`config.mk`:
```
export PLATFORM = sky130hd
export DESIGN_NAME = wsr_regs
export DESIGN_NICKNAME = d
export VERILOG_FILES = /design/src/hw/wsr_pkg.sv /design/src/hw/wsr_regs.sv
export SDC_FILE = /design/constraint.sdc
export NUM_CORES = 1
export LEC_CHECK = 0
export BUFFER_PORTS_ARGS = -buffer_cell sky130_fd_sc_hd__buf_4
export CAP_MARGIN = 20
export CORE_UTILIZATION = 52
export DETAILED_ROUTE_END_ITERATION = 12
export PLACE_DENSITY_LB_ADDON = 0.3
export SETUP_SLACK_MARGIN = 0.02
export SLEW_MARGIN = 5
export SYNTH_ARGS = -nofsm -noshare
export SYNTH_HDL_FRONTEND = slang
export SYNTH_SLANG_ARGS = --single-unit
```
`constraint.sdc`:
```
create_clock -name sys_clk -period 5.4 [get_ports sys_clk]
set_input_delay 0.27 -clock sys_clk [delete_from_list [all_inputs] [get_ports sys_clk]]
set_output_delay 0.27 -clock sys_clk [all_outputs]
set_load 0.05 [all_outputs]
```
`src/hw/wsr_pkg.sv`:
```
// package: map, field layout, reset values and carriers of the watchdog status / output set-up bank
package wsr_pkg;

    // ------------------------------------------------------------------
    // register indices; byte address is four times the index
    // ------------------------------------------------------------------
    localparam logic [7:0] IDX_LOCK_STATUS    = 8'h35;
    localparam logic [7:0] IDX_FUNC_PASS      = 8'h37;
    localparam logic [7:0] IDX_FUNC_QRESP     = 8'h38;
    localparam logic [7:0] IDX_TOTAL_ERROR    = 8'h39;
    localparam logic [7:0] IDX_WDOG_SERVICE   = 8'h3a;
    localparam logic [7:0] IDX_WDOG_POWERDOWN = 8'h3b;
    localparam logic [7:0] IDX_HB_PRESCALER   = 8'h3c;
    localparam logic [7:0] IDX_HB_TIMER       = 8'h3d;
    localparam logic [7:0] IDX_SETUP_GROUP_A  = 8'h40;
    localparam logic [7:0] IDX_SETUP_GROUP_B  = 8'h41;
    localparam logic [7:0] IDX_IRQ_STATUS     = 8'h50;
    localparam logic [7:0] IDX_IRQ_CLEAR      = 8'h51;
    localparam logic [7:0] IDX_IRQ_ENABLE     = 8'h52;

    // ------------------------------------------------------------------
    // field positions and reset values
    // ------------------------------------------------------------------
    localparam int         LOCK_BIT            = 7;
    localparam int         SERVICE_BIT         = 7;
    localparam int         SHUTOFF_BIT         = 6;
    localparam int         SETUP_B_USED        = 6;
    localparam logic [5:0] RST_PASS_COUNTER    = 6'h30;
    localparam logic [1:0] RST_RESP_COUNTER    = 2'h3;
    localparam logic [3:0] RST_CHALLENGE       = 4'h0;
    localparam logic [5:0] RST_TOTAL_ERROR     = 6'h30;
    localparam logic [2:0] RST_PD_COUNTER      = 3'h0;
    localparam logic [3:0] RST_HB_PRESCALER    = 4'h0;
    localparam logic [6:0] RST_HB_TIMER        = 7'h00;
    localparam logic [7:0] RST_SETUP_GROUP_A   = 8'hff;
    localparam logic [5:0] RST_SETUP_GROUP_B   = 6'h3f;
    localparam int         IRQ_N               = 4;
    localparam int         IRQ_LOCKED_WRITE    = 0;
    localparam int         IRQ_SERVICE         = 1;
    localparam int         IRQ_SHUTOFF         = 2;
    localparam int         IRQ_ERROR_CHANGE    = 3;

    // ------------------------------------------------------------------
    // carriers
    // ------------------------------------------------------------------
    typedef struct packed {
        logic [5:0] func_pass_counter;
        logic [1:0] func_response_counter;
        logic [3:0] func_challenge_value;
        logic [5:0] total_error_counter;
        logic       window_service_seen;
        logic       secure_shutoff_timer_started;
        logic [2:0] window_powerdown_counter;
        logic [2:0] reset_event_counter;
        logic [2:0] total_error_powerdown_counter;
        logic [2:0] func_powerdown_counter;
        logic [3:0] heartbeat_prescaler_sample;
        logic [6:0] heartbeat_timer_sample;
    } wsr_wdog_s;

    // index 0 is output 1; bit set means full diagnosis / switch off
    typedef struct packed {
        logic [6:0] openload_cfg;
        logic [6:0] overcurrent_cfg;
    } wsr_setup_s;

endpackage : wsr_pkg

```
`src/hw/wsr_regs.sv`:
```
// module: watchdog status registers, lockable output set-up and event interrupt
`timescale 1ns/1ps
module wsr_regs
    import wsr_pkg::*;
#(
    parameter int ADDR_W = 10,
    parameter int DATA_W = 32
) (
    input  wire logic              sys_clk,
    input  wire logic              rst,
    input  wire logic [ADDR_W-1:0] reg_addr,
    input  wire logic [DATA_W-1:0] reg_wdata,
    input  wire logic              reg_wr,
    input  wire logic              reg_rd,
    output logic      [DATA_W-1:0] reg_rdata,
    input  wire logic              cfg_locked,
    input  wire wsr_wdog_s         wdog_in,
    output wsr_setup_s             setup_out,
    output logic                   irq
);

    // ------------------------------------------------------------------
    // elaboration checks
    // ------------------------------------------------------------------
    if (ADDR_W < 10) begin : g_bad_addr
        $error("wsr_regs: ADDR_W must be at least 10");
    end
    if (DATA_W < 8) begin : g_bad_data
        $error("wsr_regs: DATA_W must be at least 8");
    end

    // ------------------------------------------------------------------
    // state
    // ------------------------------------------------------------------
    typedef struct packed {
        wsr_wdog_s             wdog;
        logic                  locked;
        logic [7:0]            setup_a;
        logic [5:0]            setup_b;
        logic [IRQ_N-1:0]      irq_status;
        logic [IRQ_N-1:0]      irq_enable;
        logic [7:0]            rdata;
    } wsr_state_s;

    localparam wsr_wdog_s WDOG_RST = '{
        func_pass_counter:             RST_PASS_COUNTER,
        func_response_counter:         RST_RESP_COUNTER,
        func_challenge_value:          RST_CHALLENGE,
        total_error_counter:           RST_TOTAL_ERROR,
        window_service_seen:           1'b0,
        secure_shutoff_timer_started:  1'b0,
        window_powerdown_counter:      RST_PD_COUNTER,
        reset_event_counter:           RST_PD_COUNTER,
        total_error_powerdown_counter: RST_PD_COUNTER,
        func_powerdown_counter:        RST_PD_COUNTER,
        heartbeat_prescaler_sample:    RST_HB_PRESCALER,
        heartbeat_timer_sample:        RST_HB_TIMER
    };

    localparam wsr_state_s STATE_RST = '{
        wdog:       WDOG_RST,
        locked:     1'b0,
        setup_a:    RST_SETUP_GROUP_A,
        setup_b:    RST_SETUP_GROUP_B,
        irq_status: '0,
        irq_enable: '0,
        rdata:      8'h00
    };

    wsr_state_s state_q;
    wsr_state_s state_d;

    // ------------------------------------------------------------------
    // address decode
    // ------------------------------------------------------------------
    logic            aligned;
    logic [7:0]      idx;
    logic [ADDR_W:0] addr_high;

    // misaligned or out-of-range addresses fall through as unmapped;
    // the shift keeps the range check legal when ADDR_W is exactly 10
    assign addr_high = {1'b0, reg_addr} >> 10;
    assign aligned   = (reg_addr[1:0] == 2'b00) && (addr_high == '0);
    assign idx     = reg_addr[9:2];

    // ------------------------------------------------------------------
    // next state
    // ------------------------------------------------------------------
    always_comb begin
        logic             wr_a;
        logic             wr_b;
        logic [IRQ_N-1:0] events;
        logic [IRQ_N-1:0] clear;
        wr_a    = 1'b0;
        wr_b    = 1'b0;
        events  = '0;
        clear   = '0;
        state_d = state_q;

        // status is a registered copy of the watchdog side; no bus write reaches it
        state_d.wdog   = wdog_in;
        state_d.locked = cfg_locked;

        wr_a = reg_wr && aligned && (idx == IDX_SETUP_GROUP_A);
        wr_b = reg_wr && aligned && (idx == IDX_SETUP_GROUP_B);

        if (wr_a && !state_q.locked) begin
            state_d.setup_a = reg_wdata[7:0];
        end
        if (wr_b && !state_q.locked) begin
            state_d.setup_b = reg_wdata[SETUP_B_USED-1:0];
        end

        // events: refused write, rising service / shut-off flags, error count change
        events[IRQ_LOCKED_WRITE] = (wr_a || wr_b) && state_q.locked;
        events[IRQ_SERVICE]      = wdog_in.window_service_seen
                                   && !state_q.wdog.window_service_seen;
        events[IRQ_SHUTOFF]      = wdog_in.secure_shutoff_timer_started
                                   && !state_q.wdog.secure_shutoff_timer_started;
        events[IRQ_ERROR_CHANGE] = wdog_in.total_error_counter
                                   != state_q.wdog.total_error_counter;

        if (reg_wr && aligned && (idx == IDX_IRQ_CLEAR)) begin
            clear = reg_wdata[IRQ_N-1:0];
        end
        if (reg_wr && aligned && (idx == IDX_IRQ_ENABLE)) begin
            state_d.irq_enable = reg_wdata[IRQ_N-1:0];
        end
        // a new event in the clearing cycle survives the clear
        state_d.irq_status = (state_q.irq_status & ~clear) | events;

        // read data stands only in the cycle after the strobe
        state_d.rdata = 8'h00;
        if (reg_rd && aligned) begin
            unique case (idx)
                IDX_LOCK_STATUS: begin
                    state_d.rdata[LOCK_BIT] = state_q.locked;
                end
                IDX_FUNC_PASS: begin
                    state_d.rdata = {2'b00, state_q.wdog.func_pass_counter};
                end
                IDX_FUNC_QRESP: begin
                    state_d.rdata = {2'b00, state_q.wdog.func_response_counter,
                                     state_q.wdog.func_challenge_value};
                end
                IDX_TOTAL_ERROR: begin
                    state_d.rdata = {2'b00, state_q.wdog.total_error_counter};
                end
                IDX_WDOG_SERVICE: begin
                    state_d.rdata[SERVICE_BIT] = state_q.wdog.window_service_seen;
                    state_d.rdata[SHUTOFF_BIT] =
                        state_q.wdog.secure_shutoff_timer_started;
                    state_d.rdata[5:0] = {state_q.wdog.window_powerdown_counter,
                                          state_q.wdog.reset_event_counter};
                end
                IDX_WDOG_POWERDOWN: begin
                    state_d.rdata = {2'b00,
                                     state_q.wdog.total_error_powerdown_counter,
                                     state_q.wdog.func_powerdown_counter};
                end
                IDX_HB_PRESCALER: begin
                    state_d.rdata = {4'h0, state_q.wdog.heartbeat_prescaler_sample};
                end
                IDX_HB_TIMER: begin
                    state_d.rdata = {1'b0, state_q.wdog.heartbeat_timer_sample};
                end
                IDX_SETUP_GROUP_A: begin
                    state_d.rdata = state_q.setup_a;
                end
                IDX_SETUP_GROUP_B: begin
                    state_d.rdata = {2'b00, state_q.setup_b};
                end
                IDX_IRQ_STATUS: begin
                    state_d.rdata[IRQ_N-1:0] = state_q.irq_status;
                end
                IDX_IRQ_ENABLE: begin
                    state_d.rdata[IRQ_N-1:0] = state_q.irq_enable;
                end
                default: begin
                    state_d.rdata = 8'h00;
                end
            endcase
        end
    end

    always_ff @(posedge sys_clk or posedge rst) begin
        if (rst) begin
            state_q <= STATE_RST;
        end else begin
            state_q <= state_d;
        end
    end

    // ------------------------------------------------------------------
    // outputs
    // ------------------------------------------------------------------
    assign reg_rdata = {{(DATA_W-8){1'b0}}, state_q.rdata};
    assign irq       = |(state_q.irq_status & state_q.irq_enable);

    // group a holds open-load above overcurrent per output, outputs 1..4
    for (genvar n = 0; n < 4; n++) begin : g_group_a
        assign setup_out.openload_cfg[n]    = state_q.setup_a[2*n+1];
        assign setup_out.overcurrent_cfg[n] = state_q.setup_a[2*n];
    end
    for (genvar n = 0; n < 3; n++) begin : g_group_b
        assign setup_out.openload_cfg[n+4]    = state_q.setup_b[2*n+1];
        assign setup_out.overcurrent_cfg[n+4] = state_q.setup_b[2*n];
    end

endmodule : wsr_regs

```
==> metrics.cfg <==
[setup_path]
timing.rr.start=state_q[57]$_DFF_PP0_
critPathArrivalTime_ns=2.17
start_kind=input port
crit_type=input port to flip-flop
end_kind=flip-flop
critical_path.max_fanout=8
cp_data_required_time_ns=5.65
critPathLaunch=reg_addr[9]

[cts]
cts_htree_levels=3
cts_setup_buffers=0
cts_tree=yes
cts-root-buf=clkbuf_8
path_clk_slew_ns=0.08
cts-buffers-inserted=9
post_cts_resized=0
clkLatencyLatePin_ns=0.34
cts.sinks=74
cts_hold_buf=0
clock_path_buffers=2

[grt]
grt_pass1_vias=2267
grt_overflow=0
grt_max_degree=75
grt_pass1_wl_mm=11.15
grt_usage_pct=23.48
grt_antenna_before_repair=0

[place]
portBuffers=88
dp_slack_ns=3.152
dp_hpwl_mm=5.164
gp_congestion=0.8711
placed_cells=410

[yosys]
ys_types=53
synthCells=275
synth-seq-cells=74
ys_warn_count=0
synth-edff-count=0
syn-cell-area_mm2=0.003362
async_reset_ff_share_pct=100.0
ys.flop_type=dfrtp_1
avgSynthCellArea_um2=12.23
synth_seq_area_share_pct=55.82

[sta]
worst_slew_pin_slew_ns=1.002
tns_ns=0
fin_crit_sh_pct=35.54
drv_slew=0
report.final.setup_viol=0
max_slew_margin_pct=32.31
fmaxAchievable_mhz=521.1
period_needed_ns=1.919
skew_ns=0.006567
hold_violations=0
grt_setup_unrepaired=false
setup_slack_ns=3.481

[flow_run]
maxCapViolations=0

[worst_hold_path]
hold_path_class=input port to flip-flop
min_from=cfg_locked

[detailed_routing]
viasPerCell=5.319
via_count=2266
drc=0
drt_iter0_markers=160
final_antenna_net_count=0
drt_pass1_iterations=4
routed_wl_mm=7.018
wl_per_cell_um=16.47

[final_layout]
layout_common_cells=buf_4 (89), dfrtp_1 (54), conb_1 (24)
num_antenna_cells=0
layout.nets=436
utilization_pct=67.11
stdcell_count=426
drive_above_1_share_pct=42.45
area_delta_synth_final_pct=20.99
final_common_cell=buf_4
fillers=452

[floorplan]
start_util_pct=55.47
die_area_mm2=0.006791
die_w_um=82.41
row_count=28
core_area_mm2=0.006061
boundaryPins=137
die_h_um=82.41

[power]
leakagePower_nw=1.916
power_w=0.001214
powerDensity_mw_per_mm2=298.5
ir_worst_vdd_v=0.0002327

[outcome]
status=finished, final reports clean

[per-stage QoR]
| stage | hold slack [ns] | area [µm²] |
|---|---|---|
| 3_3_place_gp | 0.3784 | 3834 |
| 4_1_cts | 0.01395 | 4068 |
| 2_1_floorplan | 0.2745 | 3448 |
| 6_report | 0.02603 | 4068 |
| 3_5_place_dp | 0.3794 | 3834 |
| 5_1_grt | 0.003065 | 4068 |
[worst max-delay path: stages]
cell and delay [ns]:
buf_4 0.12, nor4bb_1 0.85, nand4_1 0.17, nor2_1 0.36
a221oi_1 0.19, a21boi_0 0.21
[routing by layer]
layer / wire length, µm / vias to the layer above / share of wire [%] / GRT usage [%]
li1: - / 1049 / - / -
met1: 2813 / 1105 / 40 / 30.08
met2: 3627 / 104 / 52 / 38.26
met3: 483 / 8 / 6.9 / 5.385
met4: 93 / 0 / 1.3 / 10.00
met5: 0 / - / 0 / 0
[cells by family (layout without fill, tap and decap cells)]
family                    count (synthesis)  in the layout  share of synthesized area [%]
AOI/OAI and AO/OA                        43             43                          9.007
xor gates and xnor gates                  6              6                          1.563
buffers and inverters                    56            109                          11.65
DFF                                      74             74                          55.82
muxes                                    29             29                          10.09
other                                     1             24                         0.1115
and+or+nand+nor                          66             66                          11.76
[final cells by class]
class | count | area (µm²) | area share [%]
timing repair buffer | 89 | 668.1 | 16.43
clock inverter | 5 | 102.6 | 2.522
multi-input combinational | 168 | 1180 | 29.01
clock buffer | 11 | 131.4 | 3.230
sequential | 74 | 1877 | 46.14
tap | 75 | 93.84 | 2.307
inverter | 4 | 15.01 | 0.3691
[flip-flops by register name (all words and copies together) (netlist names)]
signal,cells
setup_out,14
reg_rdata,8
state_q,52
[power by group]
part	internal, W	total [W]	leakage [nW]	switching (W)
clock	0.000306	0.000499	0.114	0.000193
combinational	0.0000484	0.000133	0.945	0.0000841
sequential	0.000575	0.000583	0.858	0.00000749
total	0.000930	0.00121	1.92	0.000284
[final timing paths]
check,endpoint,slack (ns),depth (start not counted)
max,reg_rdata[0]$_DFF_PP0_,3.48,6
min,state_q[30]$_DFF_PP0_,0.03,1
max reg2reg,reg_rdata[1]$_DFF_PP0_,3.94,3
min reg2reg,state_q[14]$_DFF_PP0_,0.47,1
max in group asynchronous,state_q[11]$_DFFE_PP0P_,4.64,3
min in group asynchronous,reg_rdata[6]$_DFF_PP0_,0.20,3
[cell usage after synthesis (all sizes together) (2+ instances only)]
master | count | area share, %
dfrtp | 54 | 40
buf | 50 | 11
nand2 | 22 | 2.7
dfstp | 20 | 16
mux2 | 19 | 6.4
mux2i | 8 | 2.4
o21ai | 8 | 1.2
a22oi | 7 | 1.6
nand3 | 5 | 0.74
nor2 | 5 | 0.78
nor2b | 5 | 0.93
nor3 | 5 | 1.1
a21oi | 4 | 0.60
a221oi | 4 | 1.0
inv | 4 | 0.45
xor2 | 4 | 1.0
a21boi | 3 | 0.67
a31oi | 3 | 0.56
and2 | 3 | 0.56
and2b | 3 | 0.67
o22ai | 3 | 0.56
a32o | 2 | 0.60
a32oi | 2 | 0.52
and3 | 2 | 0.37
and3b | 2 | 0.52
clkbuf | 2 | 0.22
mux4 | 2 | 1.3
nand4 | 2 | 0.37
nor3b | 2 | 0.45
o31ai | 2 | 0.45
xnor2 | 2 | 0.52
No activity file was read; power rests on OpenSTA's default activity.
